### config.mk
export PLATFORM = sky130hd
export DESIGN_NAME = gp_timer_capture_pwm
export DESIGN_NICKNAME = d
export VERILOG_FILES = /design/src/gp_timer_pkg.sv /design/src/edge_detect.sv /design/src/gp_timer_capture_pwm.sv
export SDC_FILE = /design/constraint.sdc
export NUM_CORES = 1
export LEC_CHECK = 0
export BUFFER_PORTS_ARGS = -buffer_cell sky130_fd_sc_hd__buf_2
export CAP_MARGIN = 5
export CORE_MARGIN = 5
export CORE_UTILIZATION = 54
export CTS_CLUSTER_DIAMETER = 40
export DETAILED_ROUTE_END_ITERATION = 12
export PLACE_DENSITY_LB_ADDON = 0.1
export SLEW_MARGIN = 20
export SYNTH_ARGS = -nofsm -noshare
export SYNTH_HDL_FRONTEND = slang
export SYNTH_HIERARCHICAL = 1
export SYNTH_SLANG_ARGS = --single-unit
export TNS_END_PERCENT = 100
### constraint.sdc
create_clock -name mclk_i -period 4.1 [get_ports mclk_i]
set_clock_uncertainty 0.1 [all_clocks]
set_input_delay 0.82 -clock mclk_i [delete_from_list [all_inputs] [get_ports mclk_i]]
set_output_delay 0.82 -clock mclk_i [all_outputs]
set_load 0.005 [all_outputs]
### src/gp_timer_pkg.sv
// Package: constants and carrier types for the timer half
package gp_timer_pkg;
  localparam int CNT_W = 16;
  localparam logic [15:0] INTERVAL_RESET = 16'hFFFF;
  localparam logic [15:0] MATCH_RESET = 16'hFFFF;
  localparam logic [15:0] COUNT_ZERO = 16'h0000;
  localparam logic [7:0] PRESCALE_RESET = 8'h00;
  localparam logic [2:0] CFG_32_TIMER = 3'h0;
  localparam logic [2:0] CFG_32_RTC = 3'h1;
  localparam logic [2:0] CFG_16_TIMER = 3'h4;
  localparam logic [1:0] MODE_ONE_SHOT = 2'h1;
  localparam logic [1:0] MODE_PERIODIC = 2'h2;
  localparam logic [1:0] MODE_CAPTURE = 2'h3;
  localparam logic [1:0] EDGE_RISE = 2'h0;
  localparam logic [1:0] EDGE_FALL = 2'h1;
  localparam logic [1:0] EDGE_BOTH = 2'h3;
  localparam int SYNC_STAGES = 3;
  // Slow-clock edges per real-time step, and the first real-time count
  localparam int RTC_DIV = 32768;
  localparam logic [15:0] RTC_FIRST = 16'h0001;

  // Software configuration, steady while run enable is high
  typedef struct packed {
    logic [2:0] configuration_select;
    logic [1:0] timer_mode_field;
    logic capture_mode_select;
    logic alternate_mode_select;
    logic [1:0] edge_select;
    logic pwm_output_invert;
    logic [15:0] interval_load;
    logic [15:0] match_value;
    logic [7:0] prescale_value;
  } timer_cfg_t;

  // Sticky raw status flags
  typedef struct packed {
    logic rtc_match_raw_flag;
    logic timeout_raw_flag;
    logic count_match_raw_flag;
    logic capture_event_raw_flag;
  } timer_status_t;
endpackage : gp_timer_pkg
### src/edge_detect.sv
// Edge detector: three-stage synchroniser on the pin plus edge select
`timescale 1ns/1ps
module edge_detect
  import gp_timer_pkg::*;
(
  input wire logic mclk_i,
  input wire logic rstn_i,
  input wire logic pin_i,
  input wire logic [1:0] edge_select_i,
  output logic edge_o
);
  logic [SYNC_STAGES-1:0] sync_r;
  logic [SYNC_STAGES-1:0] sync_nxt;
  logic rise;
  logic fall;

  ////////////////////////////////////////////////////////////////////////////
  // Shift the pin through the synchroniser
  always_comb
  begin
    sync_nxt = {sync_r[SYNC_STAGES-2:0], pin_i};
  end

  always_ff @(posedge mclk_i)
  begin
    if (!rstn_i)
      sync_r <= '0;
    else
      sync_r <= sync_nxt;
  end

  ////////////////////////////////////////////////////////////////////////////
  // A change counts once stage two disagrees with stage three, the past level
  assign rise = sync_r[1] & ~sync_r[2];
  assign fall = ~sync_r[1] & sync_r[2];

  // Select which edges count
  always_comb
  begin
    unique case (edge_select_i)
      EDGE_RISE: edge_o = rise;
      EDGE_FALL: edge_o = fall;
      EDGE_BOTH: edge_o = rise | fall;
      default: edge_o = 1'b0;
    endcase
  end
endmodule : edge_detect

### src/gp_timer_capture_pwm.sv
// Timer half: edge count, edge time capture, PWM and 16-bit timeout modes
//
// Functional notes
// - Edge count: each edge decrements until match
// - Count match sets raw and masked flags
// - After match reload, drop run enable
// - Edge time counts down from interval load
// - Edge time copies count, sets capture flags
// - Edge time keeps counting, reloads at zero
// - No prescaler in capture or PWM mode
// - PWM counts to zero then reloads
// - PWM mode raises no flags
// - PWM active at start, inactive at match
// - Invert bit flips PWM polarity
// - Writing clear bit clears timeout flags
// - RTC match sets RTC raw flag
// - One-shot stops after timeout, periodic continues
`timescale 1ns/1ps
module gp_timer_capture_pwm
  import gp_timer_pkg::*;
#(
  parameter int RTC_DIVIDE = RTC_DIV
)
(
  input wire logic mclk_i,
  input wire logic rstn_i,
  input wire logic capture_compare_pin_i,
  input wire timer_cfg_t cfg_i,
  input wire logic run_enable_set_i,
  input wire logic run_enable_clr_i,
  input wire logic [3:0] interrupt_mask_i,
  input wire logic [3:0] status_clear_i,
  output logic run_enable_o,
  output timer_status_t raw_status_o,
  output logic [3:0] masked_status_o,
  output logic [15:0] counter_o,
  output logic [15:0] captured_count_o,
  output logic pwm_o
);
  logic edge_seen;
  logic is_16;
  logic pwm_mode;
  logic edge_count_mode;
  logic edge_time_mode;
  logic timer_mode;
  logic run_r;
  logic run_nxt;
  logic [15:0] cnt_r;
  logic [15:0] cnt_nxt;
  logic [7:0] pre_r;
  logic [7:0] pre_nxt;
  logic [15:0] cap_r;
  logic [15:0] cap_nxt;
  logic pwm_r;
  logic pwm_nxt;
  timer_status_t st_r;
  timer_status_t st_nxt;
  timer_status_t set_ev;
  localparam int DIV_W = $clog2(RTC_DIVIDE);
  localparam logic [DIV_W-1:0] DIV_LAST = DIV_W'(RTC_DIVIDE - 1);
  logic rtc_mode;
  logic rtc_tick;
  logic [1:0] edge_sel;
  logic [DIV_W-1:0] div_r;
  logic [DIV_W-1:0] div_nxt;

  ////////////////////////////////////////////////////////////////////////////
  // Edge detection on the capture pin
  edge_detect u_edge (
    .mclk_i(mclk_i),
    .rstn_i(rstn_i),
    .pin_i(capture_compare_pin_i),
    .edge_select_i(edge_sel),
    .edge_o(edge_seen)
  );

  // Mode decode
  assign is_16 = cfg_i.configuration_select[2];
  assign pwm_mode = is_16 && cfg_i.alternate_mode_select;
  assign edge_count_mode = is_16 && !cfg_i.alternate_mode_select &&
                           cfg_i.timer_mode_field == MODE_CAPTURE &&
                           !cfg_i.capture_mode_select;
  assign edge_time_mode = is_16 && !cfg_i.alternate_mode_select &&
                          cfg_i.timer_mode_field == MODE_CAPTURE &&
                          cfg_i.capture_mode_select;
  assign timer_mode = is_16 && !cfg_i.alternate_mode_select &&
                      (cfg_i.timer_mode_field == MODE_ONE_SHOT ||
                       cfg_i.timer_mode_field == MODE_PERIODIC);
  // Real-time mode counts rising edges of the slow clock on the pin
  assign rtc_mode = cfg_i.configuration_select == CFG_32_RTC;
  assign edge_sel = rtc_mode ? EDGE_RISE : cfg_i.edge_select;
  assign rtc_tick = edge_seen && div_r == DIV_LAST;

  ////////////////////////////////////////////////////////////////////////////
  // Counter, prescaler, run enable, capture and PWM next values
  always_comb
  begin
    run_nxt = run_r;
    cnt_nxt = cnt_r;
    pre_nxt = pre_r;
    cap_nxt = cap_r;
    pwm_nxt = pwm_r;
    set_ev = '0;
    div_nxt = div_r;
    if (run_enable_set_i)
      run_nxt = 1'b1;
    if (run_enable_clr_i)
      run_nxt = 1'b0;
    if (run_r)
    begin
      if (edge_count_mode)
      begin
        if (cnt_r == cfg_i.match_value)
        begin
          set_ev.count_match_raw_flag = 1'b1;
          cnt_nxt = cfg_i.interval_load;
          run_nxt = 1'b0;
        end
        else if (edge_seen)
          cnt_nxt = cnt_r - 16'h0001;
      end
      else if (edge_time_mode)
      begin
        if (edge_seen)
        begin
          cap_nxt = cnt_r;
          set_ev.capture_event_raw_flag = 1'b1;
        end
        // Step every clock, no prescaler
        if (cnt_r == COUNT_ZERO)
          cnt_nxt = cfg_i.interval_load;
        else
          cnt_nxt = cnt_r - 16'h0001;
      end
      else if (pwm_mode)
      begin
        // No status is raised here
        if (cnt_r == COUNT_ZERO)
          cnt_nxt = cfg_i.interval_load;
        else
          cnt_nxt = cnt_r - 16'h0001;
        if (cnt_r == cfg_i.interval_load)
          pwm_nxt = 1'b1;
        else if (cnt_r == cfg_i.match_value)
          pwm_nxt = 1'b0;
      end
      else if (timer_mode)
      begin
        // Prescaler stretches each counter step
        if (pre_r != PRESCALE_RESET)
          pre_nxt = pre_r - 8'h01;
        else if (cnt_r == COUNT_ZERO)
        begin
          cnt_nxt = cfg_i.interval_load;
          pre_nxt = cfg_i.prescale_value;
          set_ev.timeout_raw_flag = 1'b1;
          if (cfg_i.timer_mode_field == MODE_ONE_SHOT)
            run_nxt = 1'b0;
        end
        else
        begin
          cnt_nxt = cnt_r - 16'h0001;
          pre_nxt = cfg_i.prescale_value;
        end
      end
      else if (rtc_mode)
      begin
        // Divide the slow clock, then count up and roll over at the match
        if (edge_seen)
          div_nxt = rtc_tick ? '0 : div_r + 1'b1;
        if (rtc_tick && cnt_r == cfg_i.match_value)
        begin
          cnt_nxt = COUNT_ZERO;
          set_ev.rtc_match_raw_flag = 1'b1;
        end
        else if (rtc_tick)
          cnt_nxt = cnt_r + 16'h0001;
      end
    end
    else
    begin
      // Idle: preload the start count
      cnt_nxt = rtc_mode ? RTC_FIRST : cfg_i.interval_load;
      pre_nxt = cfg_i.prescale_value;
      pwm_nxt = 1'b0;
      div_nxt = '0;
    end
  end

  always_ff @(posedge mclk_i)
  begin
    if (!rstn_i)
    begin
      run_r <= 1'b0;
      cnt_r <= INTERVAL_RESET;
      pre_r <= PRESCALE_RESET;
      cap_r <= COUNT_ZERO;
      pwm_r <= 1'b0;
      div_r <= '0;
    end
    else
    begin
      run_r <= run_nxt;
      cnt_r <= cnt_nxt;
      pre_r <= pre_nxt;
      cap_r <= cap_nxt;
      pwm_r <= pwm_nxt;
      div_r <= div_nxt;
    end
  end

  ////////////////////////////////////////////////////////////////////////////
  // Sticky status: a set in the clearing cycle wins
  always_comb
  begin
    st_nxt = (st_r & ~timer_status_t'(status_clear_i)) | set_ev;
  end

  always_ff @(posedge mclk_i)
  begin
    if (!rstn_i)
      st_r <= '0;
    else
      st_r <= st_nxt;
  end

  // Outputs
  assign run_enable_o = run_r;
  assign raw_status_o = st_r;
  assign masked_status_o = st_r & interrupt_mask_i;
  assign counter_o = cnt_r;
  assign captured_count_o = cap_r;
  assign pwm_o = pwm_r ^ cfg_i.pwm_output_invert;

  ////////////////////////////////////////////////////////////////////////////
  // Checks
  match_stops_a: assert property (@(posedge mclk_i) disable iff (!rstn_i)
    run_r && edge_count_mode && cnt_r == cfg_i.match_value &&
    !run_enable_set_i |=> !run_r && st_r.count_match_raw_flag)
    else $error("count match did not stop timer");
  count_step_a: assert property (@(posedge mclk_i) disable iff (!rstn_i)
    run_r && edge_count_mode && cnt_r != cfg_i.match_value && edge_seen
    && !run_enable_clr_i |=> cnt_r == $past(cnt_r) - 16'h0001)
    else $error("edge did not decrement count");
  capture_copy_a: assert property (@(posedge mclk_i) disable iff (!rstn_i)
    run_r && edge_time_mode && edge_seen |=>
    cap_r == $past(cnt_r) && st_r.capture_event_raw_flag)
    else $error("capture value wrong");
  time_reload_a: assert property (@(posedge mclk_i) disable iff (!rstn_i)
    run_r && (edge_time_mode || pwm_mode) && cnt_r == COUNT_ZERO
    |=> cnt_r == $past(cfg_i.interval_load))
    else $error("reload at zero missing");
  pwm_no_flag_a: assert property (@(posedge mclk_i) disable iff (!rstn_i)
    pwm_mode && $stable(pwm_mode) |=> st_r == $past(st_r) ||
    (st_r & ~$past(st_r)) == '0)
    else $error("flag set in pwm mode");
  pwm_high_a: assert property (@(posedge mclk_i) disable iff (!rstn_i)
    run_r && run_nxt && pwm_mode && cnt_r == cfg_i.interval_load
    |=> pwm_r)
    else $error("pwm not active at start");
  clear_flag_a: assert property (@(posedge mclk_i) disable iff (!rstn_i)
    status_clear_i[1] && !set_ev.count_match_raw_flag
    |=> !st_r.count_match_raw_flag)
    else $error("flag not cleared");
  one_shot_a: assert property (@(posedge mclk_i) disable iff (!rstn_i)
    set_ev.timeout_raw_flag && cfg_i.timer_mode_field == MODE_ONE_SHOT
    && !run_enable_set_i |=> !run_r)
    else $error("one-shot kept running");
  rtc_match_a: assert property (@(posedge mclk_i) disable iff (!rstn_i)
    run_r && rtc_mode && rtc_tick && cnt_r == cfg_i.match_value
    |=> st_r.rtc_match_raw_flag && cnt_r == COUNT_ZERO)
    else $error("rtc match not flagged");
endmodule : gp_timer_capture_pwm

# Word level (Yosys, flattened, before mapping)
# Index checks and enable logic that the tools add are counted.
# classes
n_addsub,4
eq_ne,17
n_mux,50
bitwise,14
n_reduce_logical,21
# ops
op,count
16-bit two-way mux,13
8-bit two-way mux,6
16-bit == test,2
1-bit two-way mux,24
16-bit by 1-bit adder with 16-bit output (second input constant),1
16-bit logical NOT,1
4-bit AND reduction,4
16-bit by 1-bit subtractor with 16-bit output (second input constant),1
15-bit by 1-bit adder with 15-bit output (second input constant),1
15-bit == test (second input constant),1
15-bit two-way mux,1
4-bit AND,2
1-bit logical AND,8
2-bit two-way mux,4
2-bit inequality test (second input constant),4
8-bit nonzero test,1
8-bit by 1-bit subtractor with 8-bit output (second input constant),1
7-bit by 5-bit inequality test with 1-bit output (second input constant),1
2-bit == test (second input constant),3
6-bit by 5-bit inequality test with 1-bit output (second input constant),1
6-bit inequality test (second input constant),1
1-bit NOT,6
6-bit AND reduction,1
2-bit by 1-bit == test with 1-bit output (second input constant),2
14 further kinds,16
# totals
reg_bits,64
in_bits,63
out_inout_bits,42
wordCells,117

# Depth between registers and ports, before layout
# Gate-level depths: netlist of run 1.
# logic_depth
ltp_word,14
mapped_depth,11
depth_no_buf,11

# By module
# Netlist of run 1, hierarchy kept.
# by_module_without_submodules
module,n_inst,cells_per_inst,area_each_um2,seq_area_each_um2
gp_timer_capture_pwm,1,538,4219.0,1221.2
edge_detect,1,13,131.4,60.1

# Worst setup path after synthesis of run 1
# Ideal clock, no wire load.
# synth_timing
path_kind,input to register
from,input port cfg_i[48] (netlist bit)
to,"register cnt_r[15], in the netlist counter_o[15]"
setup_ns,0.124
arrival_ns,2.949
required_ns,3.876
slack_ns,0.927
cell_stages,11
n_path_buf,1
path_cell_list,nor3b_2 > nor2b_1 > mux2i_1 > o22ai_1 > nand4_1 > or3_1 > o211ai_2 > buf_2 > o2bb2ai_1 > nor4b_1 > o21ai_1
# synth_via
elab_chain_cells,13
elab_cells_between_ends,20
cone_classes,eq/ne: 6; mux: 10; reduce/logical: 4
# synth_rtl
item,line,text
"start, declared",gp_timer_capture_pwm.sv:28,"input wire timer_cfg_t cfg_i,"
3-bit by 1-bit == test with 1-bit output (*),gp_timer_capture_pwm.sv:90,assign rtc_mode = cfg_i.configuration_select == CFG_32_RTC;
2-bit two-way mux (*),gp_timer_capture_pwm.sv:91,assign edge_sel = rtc_mode ? EDGE_RISE : cfg_i.edge_select;
named net edge_sel[0],gp_timer_capture_pwm.sv:63,logic [1:0] edge_sel;
2-bit == test (tied with other cells),edge_detect.sv:40,unique case (edge_select_i)
1-bit case mux with 3 select lines (*),edge_detect.sv:40,
named net edge_seen,gp_timer_capture_pwm.sv:40,logic edge_seen;
1-bit logical AND,gp_timer_capture_pwm.sv:92,assign rtc_tick = edge_seen && div_r == DIV_LAST;
1-bit logical AND,gp_timer_capture_pwm.sv:171,if (rtc_tick && cnt_r == cfg_i.match_value)
16-bit two-way mux,gp_timer_capture_pwm.sv:171,
16-bit two-way mux,gp_timer_capture_pwm.sv:166,else if (rtc_mode)
16-bit two-way mux,gp_timer_capture_pwm.sv:147,else if (timer_mode)
16-bit two-way mux,gp_timer_capture_pwm.sv:135,else if (pwm_mode)
16-bit two-way mux,gp_timer_capture_pwm.sv:122,else if (edge_time_mode)
16-bit two-way mux,gp_timer_capture_pwm.sv:111,if (edge_count_mode)
16-bit two-way mux,gp_timer_capture_pwm.sv:109,if (run_r)
"end signal, assigned",gp_timer_capture_pwm.sv:204,cnt_r <= cnt_nxt;
"end, declared",gp_timer_capture_pwm.sv:48,logic [15:0] cnt_r;
# The timed path passes the listed nets; every way through them passes the cells marked *. The select of a mux whose other input is x is not followed.
# A chain may end at the register's enable or synchronous reset.

# Worst setup path in the final report of run 1
# layout_timing
from,input port cfg_i[49] (netlist bit)
to,"register cnt_r[9], in the netlist counter_o[9]"
# Same word-level chain as after synthesis.

==> results.ini, run 1 <==
[setup_path]
critPathLaunchType = primary input
crit_type = primary input to flop
crit_chain = buf_2 > nor3b_2 > nor2b_1 > mux2i_1 > o22ai_1 > nand4_1 > or3_1 > o211ai_2 > o22ai_1 > a2111oi_1 > o21ai_1
rr_startpoint = counter_o[2]
worst_r2r_endpoint = counter_o[9]
end_kind = flop
rrSetupSlack_ns = 1.14
path_common_cell = o22ai_1
path_buf_inv = 1
critical_path.top_delay_family = compound AO/OA/AOI/OAI gates
slowest_stage = o211ai_2
slowest_delay_ns = 0.60
reg2reg_depth = 7
path_max_fanout = 13
arrival_ns = 3.56
cp_num_cells = 11
required_ns = 4.20

[power]
swShare = 0.320
p_sw_w = 0.000492
combPwrFrac = 0.224
pwr-share-seq = 0.446
cellPowerDensity_nw_per_um2 = 298
vdd_drop_max_v = 0.000170
p_leak_nw = 2.06
clkPwrFrac = 0.330
power.internal_w = 0.00104

[logic_synthesis]
syn-mean-instance-area_um2 = 7.90
async_flop_share = 0
yosysUniqueCellTypes = 64
synth_seq_area_share = 0.295
synthFlopType = dfxtp_1
synth_edf_count = 0
synth_seq_cells = 64
synth_cells = 551
syn-cell-area_um2 = 4350
synth_warnings = 6
synth_nets = 624

[timing]
min_period_over_period = 0.844
worst_pin_slew_ns = 0.670
grt_setup_unrepaired = false
finalWorstSetupSlack_ns = 0.640
maxSlewHeadroom = 0.552
fin_tns_setup_ns = 0
period_minus_slack_ns = 3.46
setup_viol = 0
slew_violations = 0
fmax_ghz = 0.289
hold_viol_final = 0

[floorplanning]
rows = 32
die-area_um2 = 9950
die_h_um = 99.8
start_util = 0.560
die_w_um = 99.8
boundaryPins = 105
floorplan.core_area_um2 = 7770

[global_route]
antenna_found_initial = 0
grt_max_degree = 33
grt-ovfl-total = 0
grt_pass1_vias = 4275
grt_usage = 0.256
grt_pass1_wl_um = 20700

[finish]
n_antenna_cell = 0
syn_to_final_growth_pct = 18.3
multi_input_area_um2 = 2820
final_cell_mix = buf_2, nor2_1, dfxtp_1, xor2_1, nand2_1
final_layout_size_suffix_gt1_frac = 0.237
mostFrequentLayoutCell = buf_2
final_nets = 725
fillers = 729
regArea_um2 = 1280

[route]
routed-via-count = 4455
route.detailed.drc = 0
postRouteAntennaNets = 0
finalWirelength_um = 12800
wl_per_cell_um = 16.9
vias_per_cell = 5.87
first_iter_violations = 389
first_pass_iters = 5

[clock_tree]
cts.clk_slew.worst_paths_ns = 0.07
root_buffer = clkbuf_8
hold_buffers = 0
cts_tree = built
clockBufferDepth = 2
cts_setup_buffers = 0
ctsResizeCount = 0
cts_sinks = 64
clk_latency_ns = 0.33
cts_buffers = 9
htree_levels = 3

[placed_design]
portBuffers = 104
finalWeightedCongestion = 0.917
place_ws_ns = 0.411
dpl.hpwl_um = 9520

[worst_hold_path]
hold_path_depth = 1
hp-class = flop to flop
min_to = u_edge/sync_r[1]
hp-start = u_edge/sync_r[0]

[job]
maxCapViolations = 0

[outcome]
status = finished, final reports clean

[worst max path at each step]
stage / from / to / slack, ns
finish: cfg_i[49] / counter_o[9] / 0.64
global route: cfg_i[49] / counter_o[9] / 0.46
CTS: cfg_i[49] / counter_o[9] / 0.77
detailed placement: cfg_i[49] / counter_o[9] / 0.41
global placement: cfg_i[49] / counter_o[9] / 0.55
floorplan: cfg_i[48] / counter_o[15] / 0.93
[cells in the mapped netlist (8+ instances only)]
master | instances | area share
inv_1 | 21 | 0.018
o21ai_1 | 8 | 0.0092
dfxtp_1 | 64 | 0.29
nor4_1 | 10 | 0.014
a211oi_1 | 9 | 0.016
o21ai_0 | 21 | 0.024
mux2i_1 | 20 | 0.046
ha_1 | 10 | 0.029
and2_1 | 13 | 0.019
o211ai_1 | 8 | 0.014
nand4_1 | 12 | 0.017
nor2_1 | 77 | 0.066
buf_2 | 11 | 0.013
a21oi_1 | 28 | 0.032
xor2_1 | 46 | 0.093
xnor2_1 | 17 | 0.034
nand3_1 | 15 | 0.017
nand2_1 | 41 | 0.035
clkbuf_1 | 10 | 0.0086
a31oi_1 | 9 | 0.013
nor3_1 | 20 | 0.023
[cell type report]
type / instances / area share
well taps: 102 / 0.0248
clock inverters: 4 / 0.00559
clock buffers: 12 / 0.0301
multi-input cells: 434 / 0.548
flip-flops and latches: 64 / 0.249
repair buffers: 122 / 0.127
inverters: 21 / 0.0153
[flip-flops by register name (all words and copies together), names as in the netlist]
name,cells
div_r,15
raw_status_o,4
run_enable_o,1
captured_count_o,16
u_edge/sync_r,3
pre_r,8
pwm_r,1
counter_o,16
[kinds of logic after synthesis]
family / share of synthesized area
adder cells (fa/ha/maj): 0.0288
buffers and inverters: 0.0584
AO/OA/AOI/OAI: 0.183
XOR/XNOR: 0.127
flip-flops: 0.295
AND/OR/NAND/NOR: 0.259
multiplexers: 0.0486
[layer usage]
layer  vias up  track usage  wire length (µm)
met5         -            0                 0
met4         0       0.0819               216
met3        25       0.0561              1200
met2       231        0.398              5750
met1      2064        0.352              5640
li1       2135            -                 -
[power by group through the flow]
stage	clock network, W	registers, W	logic [W]
6_report	0.000507	0.000685	0.000344
2_1_floorplan	0	0.000678	0.000235
3_3_place_gp	0	0.000696	0.000331
5_1_grt	0.000546	0.000688	0.000381
4_1_cts	0.000518	0.000683	0.000340
3_5_place_dp	0	0.000697	0.000339
[metrics by stage]
step	cell area, µm²	hold slack, ns	total power, W	instances	util
global route	5150	0.376	0.00162	759	0.663
finish	5150	0.335	0.00154	759	0.663
floorplan	4350	0.306	0.000913	551	-
detailed placement	4960	0.321	0.00104	743	0.639
global placement	4960	0.310	0.00103	743	0.639
CTS	5150	0.340	0.00154	759	0.663
Note: power is estimated with default switching activity, not from simulation.
==> inputs of run 2 (changes only) <==
clock period = 3.3 ns   (was 4.1 ns; I/O delays follow)
==> results.ini, run 2 (synthesized netlist as in run 1, its figures left out) <==
[outcome]
status = finished, final reports clean

[placed_design]
finalWeightedCongestion = 0.965  ; +5.2%
portBuffers = 104  ; unchanged
dpl.hpwl_um = 9980  ; +4.8%
place_area_um2 = 5040  ; +1.6%

[route]
finalWirelength_um = 13100  ; +2.1%
vias_per_cell = 5.90  ; +0.55%
first_iter_violations = 556  ; +43%
first_pass_iters = 5  ; unchanged
postRouteAntennaNets = 0  ; unchanged
wl_per_cell_um = 17.1  ; +1.2%
route.detailed.drc = 0  ; unchanged
routed-via-count = 4521  ; +1.5%

[worst_hold_path]
hp-start = u_edge/sync_r[0]
min_to = u_edge/sync_r[1]
hp-class = flop to flop
hold_path_depth = 1  ; unchanged

[global_route]
grt-ovfl-total = 0  ; unchanged
grt_usage = 0.262  ; +0.00619
grt_max_degree = 32  ; -3.0%
grt_pass1_vias = 4173  ; -2.4%
antenna_found_initial = 0  ; unchanged
grt_pass1_wl_um = 20900  ; +1.2%

[clock_tree]
cts.clk_slew.worst_paths_ns = 0.07  ; about the same
clk_latency_ns = 0.36  ; +0.03 ns
cts_setup_buffers = 0  ; unchanged
clockBufferDepth = 2  ; unchanged
cts_sinks = 64  ; unchanged
hold_buffers = 0  ; unchanged
cts_tree = built
root_buffer = clkbuf_8
htree_levels = 3  ; unchanged
ctsResizeCount = 0  ; unchanged
cts_buffers = 9  ; unchanged

[floorplanning]
rows = 32  ; unchanged
die-area_um2 = 9950  ; unchanged
die_w_um = 99.8  ; unchanged
start_util = 0.560  ; unchanged
die_h_um = 99.8  ; unchanged
boundaryPins = 105  ; unchanged
floorplan.core_area_um2 = 7770  ; unchanged

[finish]
final_area_um2 = 5240  ; +1.7%
n_antenna_cell = 0  ; unchanged
mostFrequentLayoutCell = buf_2
final_layout_size_suffix_gt1_frac = 0.247  ; +0.00955
syn_to_final_growth_pct = 20.4
final_nets = 734  ; +1.2%
final_cell_mix = buf_2, nor2_1, dfxtp_1, xor2_1, nand2_1

[timing]
grt_setup_unrepaired = false
worst_pin_slew_ns = 0.586  ; -0.0841 ns
min_period_over_period = 0.861
fmax_ghz = 0.352
period_minus_slack_ns = 2.84
fin_tns_setup_ns = 0  ; unchanged
slew_violations = 0  ; unchanged
setup_viol = 0  ; unchanged
hold_viol_final = 0  ; unchanged
maxSlewHeadroom = 0.605  ; +0.0538

[setup_path]
critPathLaunchType = primary input
rrSetupSlack_ns = 0.51  ; -0.63 ns
rr_startpoint = counter_o[6]
arrival_ns = 2.96  ; -0.60 ns
required_ns = 3.42  ; -0.78 ns
reg2reg_depth = 7  ; unchanged
path_max_fanout = 8  ; -5
crit_type = primary input to flop
end_kind = flop
worst_r2r_endpoint = counter_o[5]

[power]
vdd_drop_max_v = 0.000245  ; +44%
p_leak_nw = 2.12  ; +2.8%
cellPowerDensity_nw_per_um2 = 378  ; +27%

[job]
maxCapViolations = 0  ; unchanged

## run 2: cell count changes in the layout (fill, tap and decap cells not counted), sizes merged
cell,change
clkbuf,-1
buf,+9
clkinvlp,-1
bufinv,+1
clkinv,-1
## run 2: how the worst max path moves through the flow
stage                          from            end
after floorplan           cfg_i[48]  counter_o[15]
after global routing      cfg_i[49]  counter_o[10]
after detailed placement  cfg_i[49]  counter_o[10]
final                     cfg_i[49]  counter_o[15]
after global placement    cfg_i[49]   counter_o[6]
after CTS                 cfg_i[49]  counter_o[15]
## run 2: cell type report
type                       count  area [µm²]
inverter                      21        78.8
timing repair buffer         131         736
sequential                    64        1280
clock inverter                 3        42.5
clock buffer                  11         151
multi-input combinational    434        2820
fill                         687        2530
tap                          102         128
## run 2: critical path, stage by stage
cell and delay [ns]:
buf_2 0.14, nor3b_2 0.22, nor2b_1 0.10, mux2i_1 0.13, o22ai_1 0.20, nand4_1 0.13, or4_1 0.49, a32o_1 0.33
nor4b_1 0.43, o21ai_1 0.12
## run 2: report_power, final
group / switching (W) / internal [W]
sequential: 0.0000453 / 0.000802
combinational: 0.000256 / 0.000191
clock: 0.000303 / 0.000380
total: 0.000605 / 0.00137
## run 2: routing by layer
metal	up-vias	global-route usage	routed length [µm]
met5	-	0	0
met4	0	0.0893	265
met3	28	0.0631	1390
met2	247	0.390	5640
met1	2084	0.369	5790
li1	2162	-	-
## run 2: stage by stage
stage	cells	hold WS, ns	util	worst slack (ns)	power, W
after floorplan	551	0.306	-	0.287	0.00113
after global placement	752	0.315	0.649	0.254	0.00129
after detailed placement	752	0.319	0.649	0.162	0.00130
after CTS	766	0.337	0.674	0.477	0.00198
after global routing	766	0.356	0.674	0.340	0.00207
final	766	0.336	0.674	0.460	0.00198
